--- src/abs_seq_pkg.sv ---
// Purpose: shared constants for the absolute position output link
// Assumes: one 40 MHz clock on both ends
// Notes: serial character layout and apb map are local choices
`default_nettype none
package abs_seq_pkg;
  // clock and timing
  localparam int unsigned CLK_HZ = 40_000_000;
  localparam int unsigned REQ_DELAY_MS = 100;
  localparam int unsigned REQ_DELAY_CYC = CLK_HZ / 1000 * REQ_DELAY_MS;
  localparam int unsigned SETTLE_MS = 25;
  localparam int unsigned SETTLE_CYC = CLK_HZ / 1000 * SETTLE_MS;
  localparam int unsigned POWERUP_MS = 3000;
  localparam int unsigned POWERUP_CYC = CLK_HZ / 1000 * POWERUP_MS;
  localparam int unsigned BAUD = 9600;
  localparam int unsigned BIT_CYC = CLK_HZ / BAUD;
  localparam int unsigned INIT_RPM = 1250;
  localparam int unsigned INIT_PPR = 131072;
  // quadrature steps per second = rpm/60*ppr, rounded down to cycles
  localparam int unsigned INIT_STEP_CYC = (CLK_HZ / INIT_RPM * 60) / INIT_PPR;
  // serial frame
  localparam int unsigned SER_BYTES = 8;
  localparam logic [7:0] CHR_HDR = 8'h50;
  localparam logic [7:0] CHR_POS = 8'h2b;
  localparam logic [7:0] CHR_NEG = 8'h2d;
  localparam logic [7:0] CHR_ZERO = 8'h30;
  localparam logic [7:0] CHR_END = 8'h0d;
  localparam logic [3:0] UART_LAST = 4'h9;
  // encoder usage setting
  localparam logic [1:0] USE_ABS_SERIAL = 2'h0;
  localparam logic [1:0] USE_INCREMENTAL = 2'h1;
  localparam logic [1:0] USE_ABS_QUIET = 2'h2;
  // alarm bit positions
  localparam int unsigned ALM_MT_ERR = 0;
  localparam int unsigned ALM_MT_OVF = 1;
  localparam int unsigned ALM_BAT1 = 2;
  localparam int unsigned ALM_BAT2 = 3;
  localparam int unsigned ALM_OVERSPEED = 4;
  localparam int unsigned ALM_GENERAL = 5;
  localparam logic [5:0] ALM_ENC_MASK = 6'h1f;
  localparam logic [5:0] ALM_BAT_MASK = 6'h0c;
  // panel display
  typedef enum logic [1:0] {
    disp_function, position_clear_prompt, error_clear_prompt, clear_done_indication
  } panel_disp_t;
  // host apb map
  localparam logic [11:0] REG_CTRL = 12'h000;
  localparam logic [11:0] REG_STATUS = 12'h004;
  localparam logic [11:0] REG_TURNS = 12'h008;
  localparam logic [11:0] REG_COUNT = 12'h00c;
  localparam logic [11:0] REG_PS = 12'h010;
  localparam logic [11:0] REG_PPR = 12'h014;
  localparam logic [11:0] REG_POS = 12'h018;
  localparam int unsigned CTRL_REQ = 0;
  localparam int unsigned CTRL_REV = 1;
  localparam logic [31:0] PPR_RESET = 32'h0002_0000;
endpackage : abs_seq_pkg
`default_nettype wire

--- src/abs_link_if.sv ---
// Purpose: pins between drive and motion controller
// Assumes: both ends on the same clock
// Notes: all pins are one-way
`default_nettype none
interface abs_link_if;
  logic absolute_data_request;
  logic pulse_out_a;
  logic pulse_out_b;
  logic origin_pulse_out;
  modport device (input absolute_data_request, output pulse_out_a, output pulse_out_b, output origin_pulse_out);
  modport host (output absolute_data_request, input pulse_out_a, input pulse_out_b, input origin_pulse_out);
endinterface : abs_link_if
`default_nettype wire

--- src/abs_pos_device.sv ---
// Purpose: drive side absolute position output sequencer
// Assumes: panel keys, alarm events and turn pulses are same-clock pulses
// Notes: encoder a/b/z pins are resynchronised
`default_nettype none
module abs_pos_device
  import abs_seq_pkg::*;
#(
  parameter int unsigned REQ_CYC = REQ_DELAY_CYC,
  parameter int unsigned SET_CYC = SETTLE_CYC,
  parameter int unsigned BITC = BIT_CYC
) (
  // clock and reset
  input wire logic pclk,
  input wire logic presetn,
  // link to controller
  abs_link_if.device link,
  // configuration and servo
  input wire logic [1:0] usage_setting,
  input wire logic servo_on_input,
  input wire logic servo_power,
  input wire logic battery_connected,
  // encoder
  input wire logic [2:0] enc_abz_pin,
  input wire logic [16:0] enc_position,
  input wire logic turn_up,
  input wire logic turn_down,
  input wire logic [5:0] alarm_event,
  // panel and alarm reset
  input wire logic general_alarm_reset_input,
  input wire logic func_sel,
  input wire logic key_func,
  input wire logic key_set,
  // status
  output logic motor_enable,
  output logic [5:0] alarm,
  output logic signed [15:0] turns,
  output logic setup_required,
  output logic setup_refused,
  output panel_disp_t panel_disp
);
  typedef enum logic [2:0] {st_idle, st_wait, st_serial, st_initp, st_settle, st_normal} seq_t;
  seq_t st_ff;
  logic [1:0] usage_ff;
  logic latched_ff;
  logic req_d_ff;
  logic [2:0] abz_s1_ff, abz_ff;
  logic [31:0] tmr_ff, set_tmr_ff;
  logic [2:0] byte_ff;
  logic [3:0] bit_ff;
  logic [9:0] shift_ff;
  logic [16:0] left_ff;
  logic [1:0] qph_ff;
  logic pa_ff, pb_ff, pc_ff;
  logic ready_ff, motor_ff, lost_ff, refused_ff;
  logic [5:0] alm_ff;
  logic signed [15:0] turns_ff;
  panel_disp_t disp_ff;
  logic req_rise, abs_mode, bit_end, step, do_setup, do_clear;
  logic [7:0] cur_byte;

  function automatic logic [7:0] hex_chr(input logic [3:0] n);
    hex_chr = (n < 4'ha) ? (CHR_ZERO + {4'h0, n}) : (8'h37 + {4'h0, n});
  endfunction : hex_chr

  // settings latch at reset release
  // latch once after reset
  always_ff @(posedge pclk or negedge presetn) begin
    if (!presetn) begin
      usage_ff <= USE_ABS_SERIAL;
      latched_ff <= 1'b0;
    end else if (!latched_ff) begin
      usage_ff <= usage_setting;
      latched_ff <= 1'b1;
    end
  end

  // encoder pins two flop synchroniser
  always_ff @(posedge pclk or negedge presetn) begin
    if (!presetn) begin
      abz_s1_ff <= 3'h0;
      abz_ff <= 3'h0;
      req_d_ff <= 1'b0;
    end else begin
      abz_s1_ff <= enc_abz_pin;
      abz_ff <= abz_s1_ff;
      req_d_ff <= link.absolute_data_request;
    end
  end

  assign abs_mode = latched_ff && (usage_ff == USE_ABS_SERIAL);
  assign req_rise = abs_mode && link.absolute_data_request && !req_d_ff;
  assign bit_end = (tmr_ff == BITC - 1);
  assign step = (tmr_ff == INIT_STEP_CYC - 1);

  // next character, loaded as the one indexed by byte_ff ends
  // header goes out from the wait exit load
  always_comb begin
    case (byte_ff)
      3'h0: cur_byte = turns_ff[15] ? CHR_NEG : CHR_POS;
      3'h1: cur_byte = CHR_ZERO;
      3'h2: cur_byte = hex_chr(turns_ff[15:12]);
      3'h3: cur_byte = hex_chr(turns_ff[11:8]);
      3'h4: cur_byte = hex_chr(turns_ff[7:4]);
      3'h5: cur_byte = hex_chr(turns_ff[3:0]);
      default: cur_byte = CHR_END;
    endcase
  end

  // output sequence state machine
  always_ff @(posedge pclk or negedge presetn) begin
    if (!presetn) begin
      st_ff <= st_idle;
      tmr_ff <= 32'h0;
      set_tmr_ff <= 32'h0;
      byte_ff <= 3'h0;
      bit_ff <= 4'h0;
      shift_ff <= 10'h3ff;
      left_ff <= 17'h0;
      qph_ff <= 2'h0;
    end else if (req_rise) begin
      st_ff <= st_wait;
      tmr_ff <= 32'h0;
    end else begin
      case (st_ff)
        st_idle: begin
          if (latched_ff && !abs_mode)
            st_ff <= st_normal;
        end
        st_wait: begin
          tmr_ff <= tmr_ff + 32'h1;
          if (tmr_ff == REQ_CYC - 1) begin
            st_ff <= st_serial;
            tmr_ff <= 32'h0;
            byte_ff <= 3'h0;
            bit_ff <= 4'h0;
            qph_ff <= 2'h1; // a high, b low: no false edge after the stop bit
            left_ff <= enc_position;
            shift_ff <= {1'b1, CHR_HDR, 1'b0};
          end
        end
        // start, 8 data lsb first, stop
        st_serial: begin
          tmr_ff <= bit_end ? 32'h0 : tmr_ff + 32'h1;
          if (bit_end) begin
            shift_ff <= {1'b1, shift_ff[9:1]};
            bit_ff <= bit_ff + 4'h1;
            if (bit_ff == UART_LAST) begin
              bit_ff <= 4'h0;
              byte_ff <= byte_ff + 3'h1;
              shift_ff <= {1'b1, cur_byte, 1'b0};
              if (byte_ff == 3'(SER_BYTES - 1)) begin
                st_ff <= st_initp;
                set_tmr_ff <= 32'h0;
              end
            end
          end
        end
        st_initp: begin
          set_tmr_ff <= set_tmr_ff + 32'h1;
          tmr_ff <= step ? 32'h0 : tmr_ff + 32'h1;
          if (left_ff == 17'h0)
            st_ff <= st_settle;
          else if (step) begin
            left_ff <= left_ff - 17'h1;
            qph_ff <= qph_ff + 2'h1;
          end
        end
        st_settle: begin
          set_tmr_ff <= set_tmr_ff + 32'h1;
          if (set_tmr_ff >= SET_CYC - 1)
            st_ff <= st_normal;
        end
        st_normal: st_ff <= st_normal;
        default: st_ff <= st_idle;
      endcase
    end
  end

  // first byte is loaded at wait exit; later ones follow cur_byte
  // pin multiplexing per phase
  always_ff @(posedge pclk or negedge presetn) begin
    if (!presetn) begin
      pa_ff <= 1'b1;
      pb_ff <= 1'b0;
      pc_ff <= 1'b0;
    end else begin
      pc_ff <= abz_ff[2];
      case (st_ff)
        st_serial: begin
          pa_ff <= shift_ff[0];
          pb_ff <= 1'b0;
        end
        st_initp, st_settle: begin
          pa_ff <= qph_ff[1] ^ qph_ff[0];
          pb_ff <= qph_ff[1];
        end
        st_normal: begin
          pa_ff <= abz_ff[0];
          pb_ff <= abz_ff[1];
        end
        default: begin
          pa_ff <= 1'b1;
          pb_ff <= 1'b0;
        end
      endcase
    end
  end

  // panel key sequence
  // prompt, execute, done
  assign do_setup = (disp_ff == position_clear_prompt) && key_func && !servo_on_input;
  assign do_clear = (disp_ff == error_clear_prompt) && key_func;
  always_ff @(posedge pclk or negedge presetn) begin
    if (!presetn) begin
      disp_ff <= disp_function;
      refused_ff <= 1'b0;
    end else begin
      case (disp_ff)
        disp_function: begin
          if (key_set) begin
            disp_ff <= func_sel ? error_clear_prompt : position_clear_prompt;
            refused_ff <= 1'b0;
          end
        end
        position_clear_prompt: begin
          if (do_setup)
            disp_ff <= clear_done_indication;
          else if (key_func)
            refused_ff <= 1'b1;
        end
        error_clear_prompt: begin
          if (do_clear)
            disp_ff <= clear_done_indication;
        end
        clear_done_indication: begin
          if (key_set)
            disp_ff <= disp_function;
        end
        default: disp_ff <= disp_function;
      endcase
    end
  end

  // multi-turn count
  // natural 16-bit wrap
  always_ff @(posedge pclk or negedge presetn) begin
    if (!presetn)
      turns_ff <= 16'sh0;
    else if (do_setup)
      turns_ff <= 16'sh0;
    else if (turn_up && !turn_down)
      turns_ff <= turns_ff + 16'sh1;
    else if (turn_down && !turn_up)
      turns_ff <= turns_ff - 16'sh1;
  end

  // sticky alarms, set wins over clear
  // general reset spares encoder alarms
  always_ff @(posedge pclk or negedge presetn) begin
    if (!presetn)
      alm_ff <= 6'h0;
    else begin
      alm_ff <= (alm_ff & ~(do_clear ? ALM_ENC_MASK : 6'h0)
                       & ~(general_alarm_reset_input ? ~ALM_ENC_MASK : 6'h0))
                | (alarm_event & ((usage_ff == USE_INCREMENTAL) ? ~ALM_BAT_MASK : 6'h3f))
                | {4'h0, (turn_up && turns_ff == 16'sh7fff) || (turn_down && turns_ff == -16'sh8000), 1'b0};
    end
  end

  // lost position and motor gate
  // unpowered and battery removed
  // motor held off until sequence done
  always_ff @(posedge pclk or negedge presetn) begin
    if (!presetn) begin
      lost_ff <= 1'b0;
      ready_ff <= 1'b0;
      motor_ff <= 1'b0;
    end else begin
      if (!servo_power && !battery_connected && latched_ff && usage_ff != USE_INCREMENTAL)
        lost_ff <= 1'b1;
      else if (do_setup)
        lost_ff <= 1'b0;
      ready_ff <= (st_ff == st_normal);
      motor_ff <= servo_on_input && ready_ff && !req_rise;
    end
  end

  assign link.pulse_out_a = pa_ff;
  assign link.pulse_out_b = pb_ff;
  assign link.origin_pulse_out = pc_ff;
  assign motor_enable = motor_ff;
  assign alarm = alm_ff;
  assign turns = turns_ff;
  assign setup_required = lost_ff;
  assign setup_refused = refused_ff;
  assign panel_disp = disp_ff;
endmodule : abs_pos_device
`default_nettype wire

--- src/flat_wrapper.sv ---
// flat-port wrapper written by rule: the top's interface ports become plain ports
module abs_pos_device_flat import abs_seq_pkg::*;
#(
  parameter int unsigned REQ_CYC = REQ_DELAY_CYC,
  parameter int unsigned SET_CYC = SETTLE_CYC,
  parameter int unsigned BITC = BIT_CYC
)
  (pclk, presetn, usage_setting, servo_on_input, servo_power, battery_connected, enc_abz_pin, enc_position, turn_up, turn_down, alarm_event, general_alarm_reset_input, func_sel, key_func, key_set, motor_enable, alarm, turns, setup_required, setup_refused, panel_disp, link_absolute_data_request, link_pulse_out_a, link_pulse_out_b, link_origin_pulse_out);
  abs_link_if link_i ();
  input wire logic pclk;
  input wire logic presetn;
  input wire logic [1:0] usage_setting;
  input wire logic servo_on_input;
  input wire logic servo_power;
  input wire logic battery_connected;
  input wire logic [2:0] enc_abz_pin;
  input wire logic [16:0] enc_position;
  input wire logic turn_up;
  input wire logic turn_down;
  input wire logic [5:0] alarm_event;
  input wire logic general_alarm_reset_input;
  input wire logic func_sel;
  input wire logic key_func;
  input wire logic key_set;
  output logic motor_enable;
  output logic [5:0] alarm;
  output logic signed [15:0] turns;
  output logic setup_required;
  output logic setup_refused;
  output panel_disp_t panel_disp;
  input wire logic [$bits(link_i.absolute_data_request)-1:0] link_absolute_data_request;
  output wire logic [$bits(link_i.pulse_out_a)-1:0] link_pulse_out_a;
  output wire logic [$bits(link_i.pulse_out_b)-1:0] link_pulse_out_b;
  output wire logic [$bits(link_i.origin_pulse_out)-1:0] link_origin_pulse_out;
  assign link_i.absolute_data_request = link_absolute_data_request;
  assign link_pulse_out_a = link_i.pulse_out_a;
  assign link_pulse_out_b = link_i.pulse_out_b;
  assign link_origin_pulse_out = link_i.origin_pulse_out;
  abs_pos_device #(.REQ_CYC(REQ_CYC), .SET_CYC(SET_CYC), .BITC(BITC)) u_core (.pclk(pclk), .presetn(presetn), .link(link_i), .usage_setting(usage_setting), .servo_on_input(servo_on_input), .servo_power(servo_power), .battery_connected(battery_connected), .enc_abz_pin(enc_abz_pin), .enc_position(enc_position), .turn_up(turn_up), .turn_down(turn_down), .alarm_event(alarm_event), .general_alarm_reset_input(general_alarm_reset_input), .func_sel(func_sel), .key_func(key_func), .key_set(key_set), .motor_enable(motor_enable), .alarm(alarm), .turns(turns), .setup_required(setup_required), .setup_refused(setup_refused), .panel_disp(panel_disp));
endmodule
--- config.mk ---
export PLATFORM = sky130hd
export DESIGN_NAME = abs_pos_device_flat
export DESIGN_NICKNAME = d
export VERILOG_FILES = /design/src/abs_seq_pkg.sv /design/src/abs_link_if.sv /design/src/abs_pos_device.sv /design/src/flat_wrapper.sv
export SDC_FILE = /design/constraint.sdc
export NUM_CORES = 1
export LEC_CHECK = 0
export ABC_AREA = 1
export BUFFER_PORTS_ARGS = -buffer_cell sky130_fd_sc_hd__buf_2
export CORE_ASPECT_RATIO = 1.25
export CORE_MARGIN = 2
export CORE_UTILIZATION = 45
export CTS_BUF_LIST = sky130_fd_sc_hd__clkbuf_8
export DETAILED_ROUTE_END_ITERATION = 16
export PLACE_DENSITY_LB_ADDON = 0.2
export SYNTH_ARGS = -nofsm -noshare
export SYNTH_HDL_FRONTEND = slang
export SYNTH_SLANG_ARGS = --single-unit
--- constraint.sdc ---
create_clock -name pclk -period 2 [get_ports pclk]
set_input_delay 0.2 -clock pclk [delete_from_list [all_inputs] [get_ports pclk]]
set_output_delay 0.2 -clock pclk [all_outputs]
set_load 0.005 [all_outputs]
# Yosys cells after proc, flatten, opt, wreduce, memory -nomap -nowiden
# Cells that the tools add are included.
# classes
mux	64
add_sub_neg	16
reduce_logical	45
magnitude_cmp	5
eq_ne	41
bitwise_logic	9
# ops
cell	n
$mux 32	7
$pmux 32 s3	1
$add 32x1->32 const B	2
$pmux 32 s2	1
$add 6x4->7 const A	8
$mux 17	3
$mux 16	3
$pmux 8 s6	1
$mux 3	12
$pmux 17 s2	1
$eq 16x16->1 const B	2
$eq 32x13->1 const B	1
$eq 32x22->1 const B	1
$eq 32x4->1 const B	1
$ge 32x20->1 const B	1
$mux 8	4
$ne 3x1->1 const B	7
$mux 10	2
$pmux 10 s2	1
$and 6x6->6	3
$pmux 3 s6	1
$logic_not 17->1	1
$sub 17x1->17 const B	1
$add 16x2->16 const B	1
other kinds (42)	114
# totals
in_bits	40
wordCells	203
reg_bits	144
out_inout_bits	30

# Depth between registers and ports, before layout
# logic_depth
depth_word	8
ltp_mapped	15
mapped_depth_nobuf	15

# Worst setup path before layout
# OpenSTA, ideal clock, no wires.
# synth_path
path_type	input -> register
from	input turn_down
to	register u_core.turns_ff[8], in the netlist u_core.turns[8]
arrival_time_ns	1.885
slack_ns	0.033
cell_stages	13
cell_sequence	inv_1 > ha_1 > inv_1 > ha_1 > nand2_1 > nand2_1 > nand2_1 > nand2_1 > a21boi_0 > nor2_1 > o21ai_0 > nand2_1 > o21ai_0
# synth_between
elab_chain_len	4
elab_cells_between_ends	6
# synth_rtl
element	line_no	rtl
from (decl)	flat_wrapper.sv:19	input wire logic turn_down;
$logic_not 1->1	abs_pos_device.sv:251	else if (turn_up && !turn_down)
$logic_and 1x1->1	abs_pos_device.sv:251	
$mux 16	abs_pos_device.sv:251	
$mux 16	abs_pos_device.sv:249	else if (do_setup)
to (signal assigned)	abs_pos_device.sv:252	turns_ff <= turns_ff + 16'sh1;
to (signal assigned)	abs_pos_device.sv:254	turns_ff <= turns_ff - 16'sh1;
to (decl)	abs_pos_device.sv:56	logic signed [15:0] turns_ff;
# Parallel ways exist; a longest one is shown, timed or not.
# A chain may end at the register's enable or synchronous reset.

# Worst setup path after layout
# layout_path
from	register u_core.tmr_ff[13]
to	register u_core.qph_ff[0]
# layout_between
elab_chain_len	3
elab_cells_between_ends	5
# layout_rtl
element	line_no	rtl
from (decl)	abs_pos_device.sv:47	logic [31:0] tmr_ff, set_tmr_ff;
from (signal assigned)	abs_pos_device.sv:130	tmr_ff <= tmr_ff + 32'h1;
from (signal assigned)	abs_pos_device.sv:143	tmr_ff <= bit_end ? 32'h0 : tmr_ff + 32'h1;
from (signal assigned)	abs_pos_device.sv:160	tmr_ff <= step ? 32'h0 : tmr_ff + 32'h1;
$eq 32x4->1 / $eq 32x22->1 (equally long branches)	abs_pos_device.sv:93, abs_pos_device.sv:131	
$ne 2x1->1 (no source line)	n/a	
$reduce_and 5->1 (no source line) *	n/a	
to (signal assigned)	abs_pos_device.sv:165	qph_ff <= qph_ff + 2'h1;
to (decl)	abs_pos_device.sv:52	logic [1:0] qph_ff;
# Mark *: on every way between the ends. The rest lies on a longest branch, timed or not.

==> impl_results.md <==
- Total gr overflow: 0
- Ant. Diodes: 0
- Finished Cell Area: about 12000 um^2
- Pleak: a little under 6 nW
- Yosys warning total: 0
- Largest family of logic cells by synthesized area: simple AND/OR/NAND/NOR gates
- DP Area: around 11000 um^2
- TritonCTS clock tree: built
- Antenna violations before repair: 0
- Via density: roughly 5.2
- Slew Viols, Final: 0
- TritonCTS Sinks: 143
- HP Class: input port to flop
- Row Count: 60
- Worst setup SP type: flop
- Pre-Repair DR Iteration Count: 5
- Maximum clock insertion buffer count: 2
- Setup CP Type: flop to flop
- DRC violation count after routing: 0
- Nets: 1727
- RePlAce Congestion: roughly 0.9
- Mapped Cells: around 1400
- R2R setup slack: 0.08 ns
- Clock share of power: roughly 22%
- Max stage delay on crit path: 0.39 ns
- Layout cells sized above 1: 18.6%
- Fmax: 520 MHz
- Net Count, Synth: 1533
- Adder-Cell Fraction of Synth Area: roughly 5.7%
- WP data required: between 2 and 2.5 ns
- Top_reg_cell synth: dfrtp_1
- Status: complete, no violations
- CP Buf/Inv Count: 3
- Setup crit end kind: flop
- H-tree level count: 4
- Mux contribution to synthesized area: less than 1%
- Die area: around 23000 um^2
- PwrDens: around 830 nW/um^2
- Pint: 0.00613 W
- Power Total: 0.0101 W
- Setup tns final: 0 ns
- Final-report hold violation count: 0
- Min-Delay Path Depth: 5
- Dpl hpwl: between 20000 and 25000 um
- Max VDD drop: a little under 0.7 mV
- Yosys cell types: 51
- Combinational Power Share: roughly 42%
- DRT iter0 DRCs: 625
- Post-synthesis sequential area ratio: between 30 and 40%
- Number of global-route vias before repair: ~10000
- Routed len/inst: ~14 um
- Total GRT Usage: ~24%
- Final setup vio count: 0
- Slew margin rel.: approximately 64%
- Commonest non-fill, non-tap cell in the layout: nand2_1
- Starting density of the core: 46.1%
- Ys async rst share: 100%
- Minimum clock period: just under 2 ns
- Delay-heaviest family, CP: simple AND/OR/NAND/NOR gates
- P&R area growth vs syn: 21.5%
- Post-synthesis xor/xnor area fraction: between 3 and 4%
- Largest net degree at the start of global routing: 63
- Worst EP arrival: between 2 and 2.5 ns
- Clk root buf: clkbuf_8
- Worst-case reg-to-reg path depth: 11
- Final Cycle Share: 96.1%
- Cts bufs inserted: 17
- Sw Ratio: slightly below 40%
- Fin cells: 1934
- Hold Path Origin: enc_position[4]
- Clock slew at reported path FFs: 0.09 ns
- Routed Antenna Nets: 0
- Worst R2R End: u_core.qph_ff[0]$_DFFE_PN0P_
- Synth Area per Inst: between 6 and 7 um^2
- Drt total wl: approximately 27000 um
- Hold Crit Endpoint: u_core.left_ff[4]$_DFFE_PN0P_
- Vias: 10000
- Core area: 21600 um^2
- FF+latch count, synth: around 140
- Synthesized cell area: 9970 um^2
- Top Ports: 70
- Worst Clk Skew: 0.0162 ns
- Worst slew pin tran: 0.537 ns
- First-pass GRT wire length: about 46000 um
- Number of flops mapped to enable cells by yosys: 0
- Post-Synth Simple-Gate Area: 34.8%
- Max-cap violations: 0
- Filler instances: about 2100
- Slowest-stage cell, CP: dfrtp_1
- Worst reg2reg startpoint: u_core.tmr_ff[13]$_DFFE_PN0P_
- Chip height: ~170 um
- Port-buffer cells: 69
- Most frequent cells in the layout: nand2_1, inv_1, nor2_1, dfrtp_1, nand3_1
- Register share of total power: between 30% and 40%
- Compound-Gate Fraction of Synth Area: 11.2%
- Cell Chain, Critical Path: inv_2 > nand2_1 > nor2_4 > nand2_2 > nor2_4 > nand2_4 > a21oi_4 > nand2_4 > clkbuf_16 > o21ai_1 > inv_1
- Clock latency on the worst-skew pair: roughly 0.47 ns
- RSZ-0062 raised after global routing: yes
- Die X: about 140 um
- Placed Cells: roughly 1900
- Sw Pwr: just under 0.004 W
- Max FO, Critical Path: 8
tightest hold or removal path, cell delays in order:
cell     delay (ns)
buf_2          0.07
nand2_1        0.04
nand2_1        0.06
o21ai_1        0.06
inv_1          0.04
Yosys cell counts (9+ instances only):
cell     count  area [um^2]
xor2_1      32          280
o22ai_1     13         81.3
or2_2       21          131
o21ai_0     64          320
nand4_1     29          181
nand3_1    116          581
dfrtp_1    133         3330
o21ai_1     46          230
dfstp_2     10          263
nor3_1      34          170
a21oi_1     40          200
inv_2        9         33.8
ha_1        44          551
xnor2_1      9         78.8
buf_2       12         60.1
inv_1      175          657
nor2_1     184          691
nand2_1    400         1500
repair_timing:
action / CTS / global route
hold buffers: 18 / 0
endpoints found under the hold margin: 57 / 0
gates resized for setup: 1 / 44
setup endpoints to repair: 13 / 90
pin swaps: 1 / 13
cloned: 0 / 2
buffers inserted: 1 / 12
stage by stage:
step / hold slack (ns) / setup slack, ns / utilization, %
CTS: 0.0148 / 0.00665 / 55.0
global route: 0.0197 / -0.0395 / 56.1
finish: 0.0282 / 0.0783 / 56.1
detailed placement: 0.189 / -0.239 / 52.4
floorplan: -0.0956 / 0.0327 / -
global placement: 0.180 / -0.202 / 52.4
power by group through the flow:
stage | sequential [W] | combinational, W | clock (W)
floorplan | 0.00362 | 0.00215 | 0
global placement | 0.00360 | 0.00401 | 0
detailed placement | 0.00361 | 0.00407 | 0
CTS | 0.00355 | 0.00414 | 0.00231
global route | 0.00360 | 0.00482 | 0.00244
finish | 0.00356 | 0.00425 | 0.00224
cell families (layout without fill, tap and decap cells):
group                    Yosys count  in the layout
AND/OR/NAND/NOR                  809            809
other                              1              1
multiplexers                       5              5
XOR/XNOR                          41             41
buffers and inverters            207            414
flip-flops                       143            143
AO/OA/AOI/OAI                    197            197
adder cells (fa/ha/maj)           45             45
registers in the layout, summed over array words and instances, names as in the netlist, 4 cells and up:
name / cells
u_core.tmr_ff: 32
u_core.alarm: 6
u_core.left_ff: 17
u_core.bit_ff: 4
u_core.shift_ff: 9
u_core.turns: 16
u_core.set_tmr_ff: 32
how the worst max path moves through the flow:
stage | slack (ns) | cells after the start | start | to
4_1_cts | 0.007 | 11 | u_core.tmr_ff[0]$_DFFE_PN0P_ | u_core.qph_ff[0]$_DFFE_PN0P_
6_report | 0.08 | 11 | u_core.tmr_ff[13]$_DFFE_PN0P_ | u_core.qph_ff[0]$_DFFE_PN0P_
5_1_grt | -0.04 | 12 | u_core.tmr_ff[1]$_DFFE_PN0P_ | u_core.set_tmr_ff[5]$_DFFE_PN0P_
2_1_floorplan | 0.03 | 13 | turn_down | u_core.turns[8]$_DFFE_PN0P_
3_5_place_dp | -0.24 | 15 | turn_down | u_core.turns[14]$_DFFE_PN0P_
3_3_place_gp | -0.20 | 15 | turn_down | u_core.turns[14]$_DFFE_PN0P_
layout make-up:
cell class | count | area (um^2) | share of cell area (%)
clock inverter | 14 | 121 | 1.00
sequential | 143 | 3590 | 29.7
clock buffer | 18 | 248 | 2.04
multi-input combinational | 1098 | 5670 | 46.8
inverter | 185 | 694 | 5.73
tap | 279 | 349 | 2.88
timing repair buffer | 197 | 1440 | 11.9
layer usage:
layer	up-vias	global-route usage, %	wire length [um]
li1	5064	-	-
met1	4702	29.9	12100
met2	205	43.0	13600
met3	58	3.84	994
met4	0	8.79	739
met5	-	0	0
(Power assumes the default switching activity.)
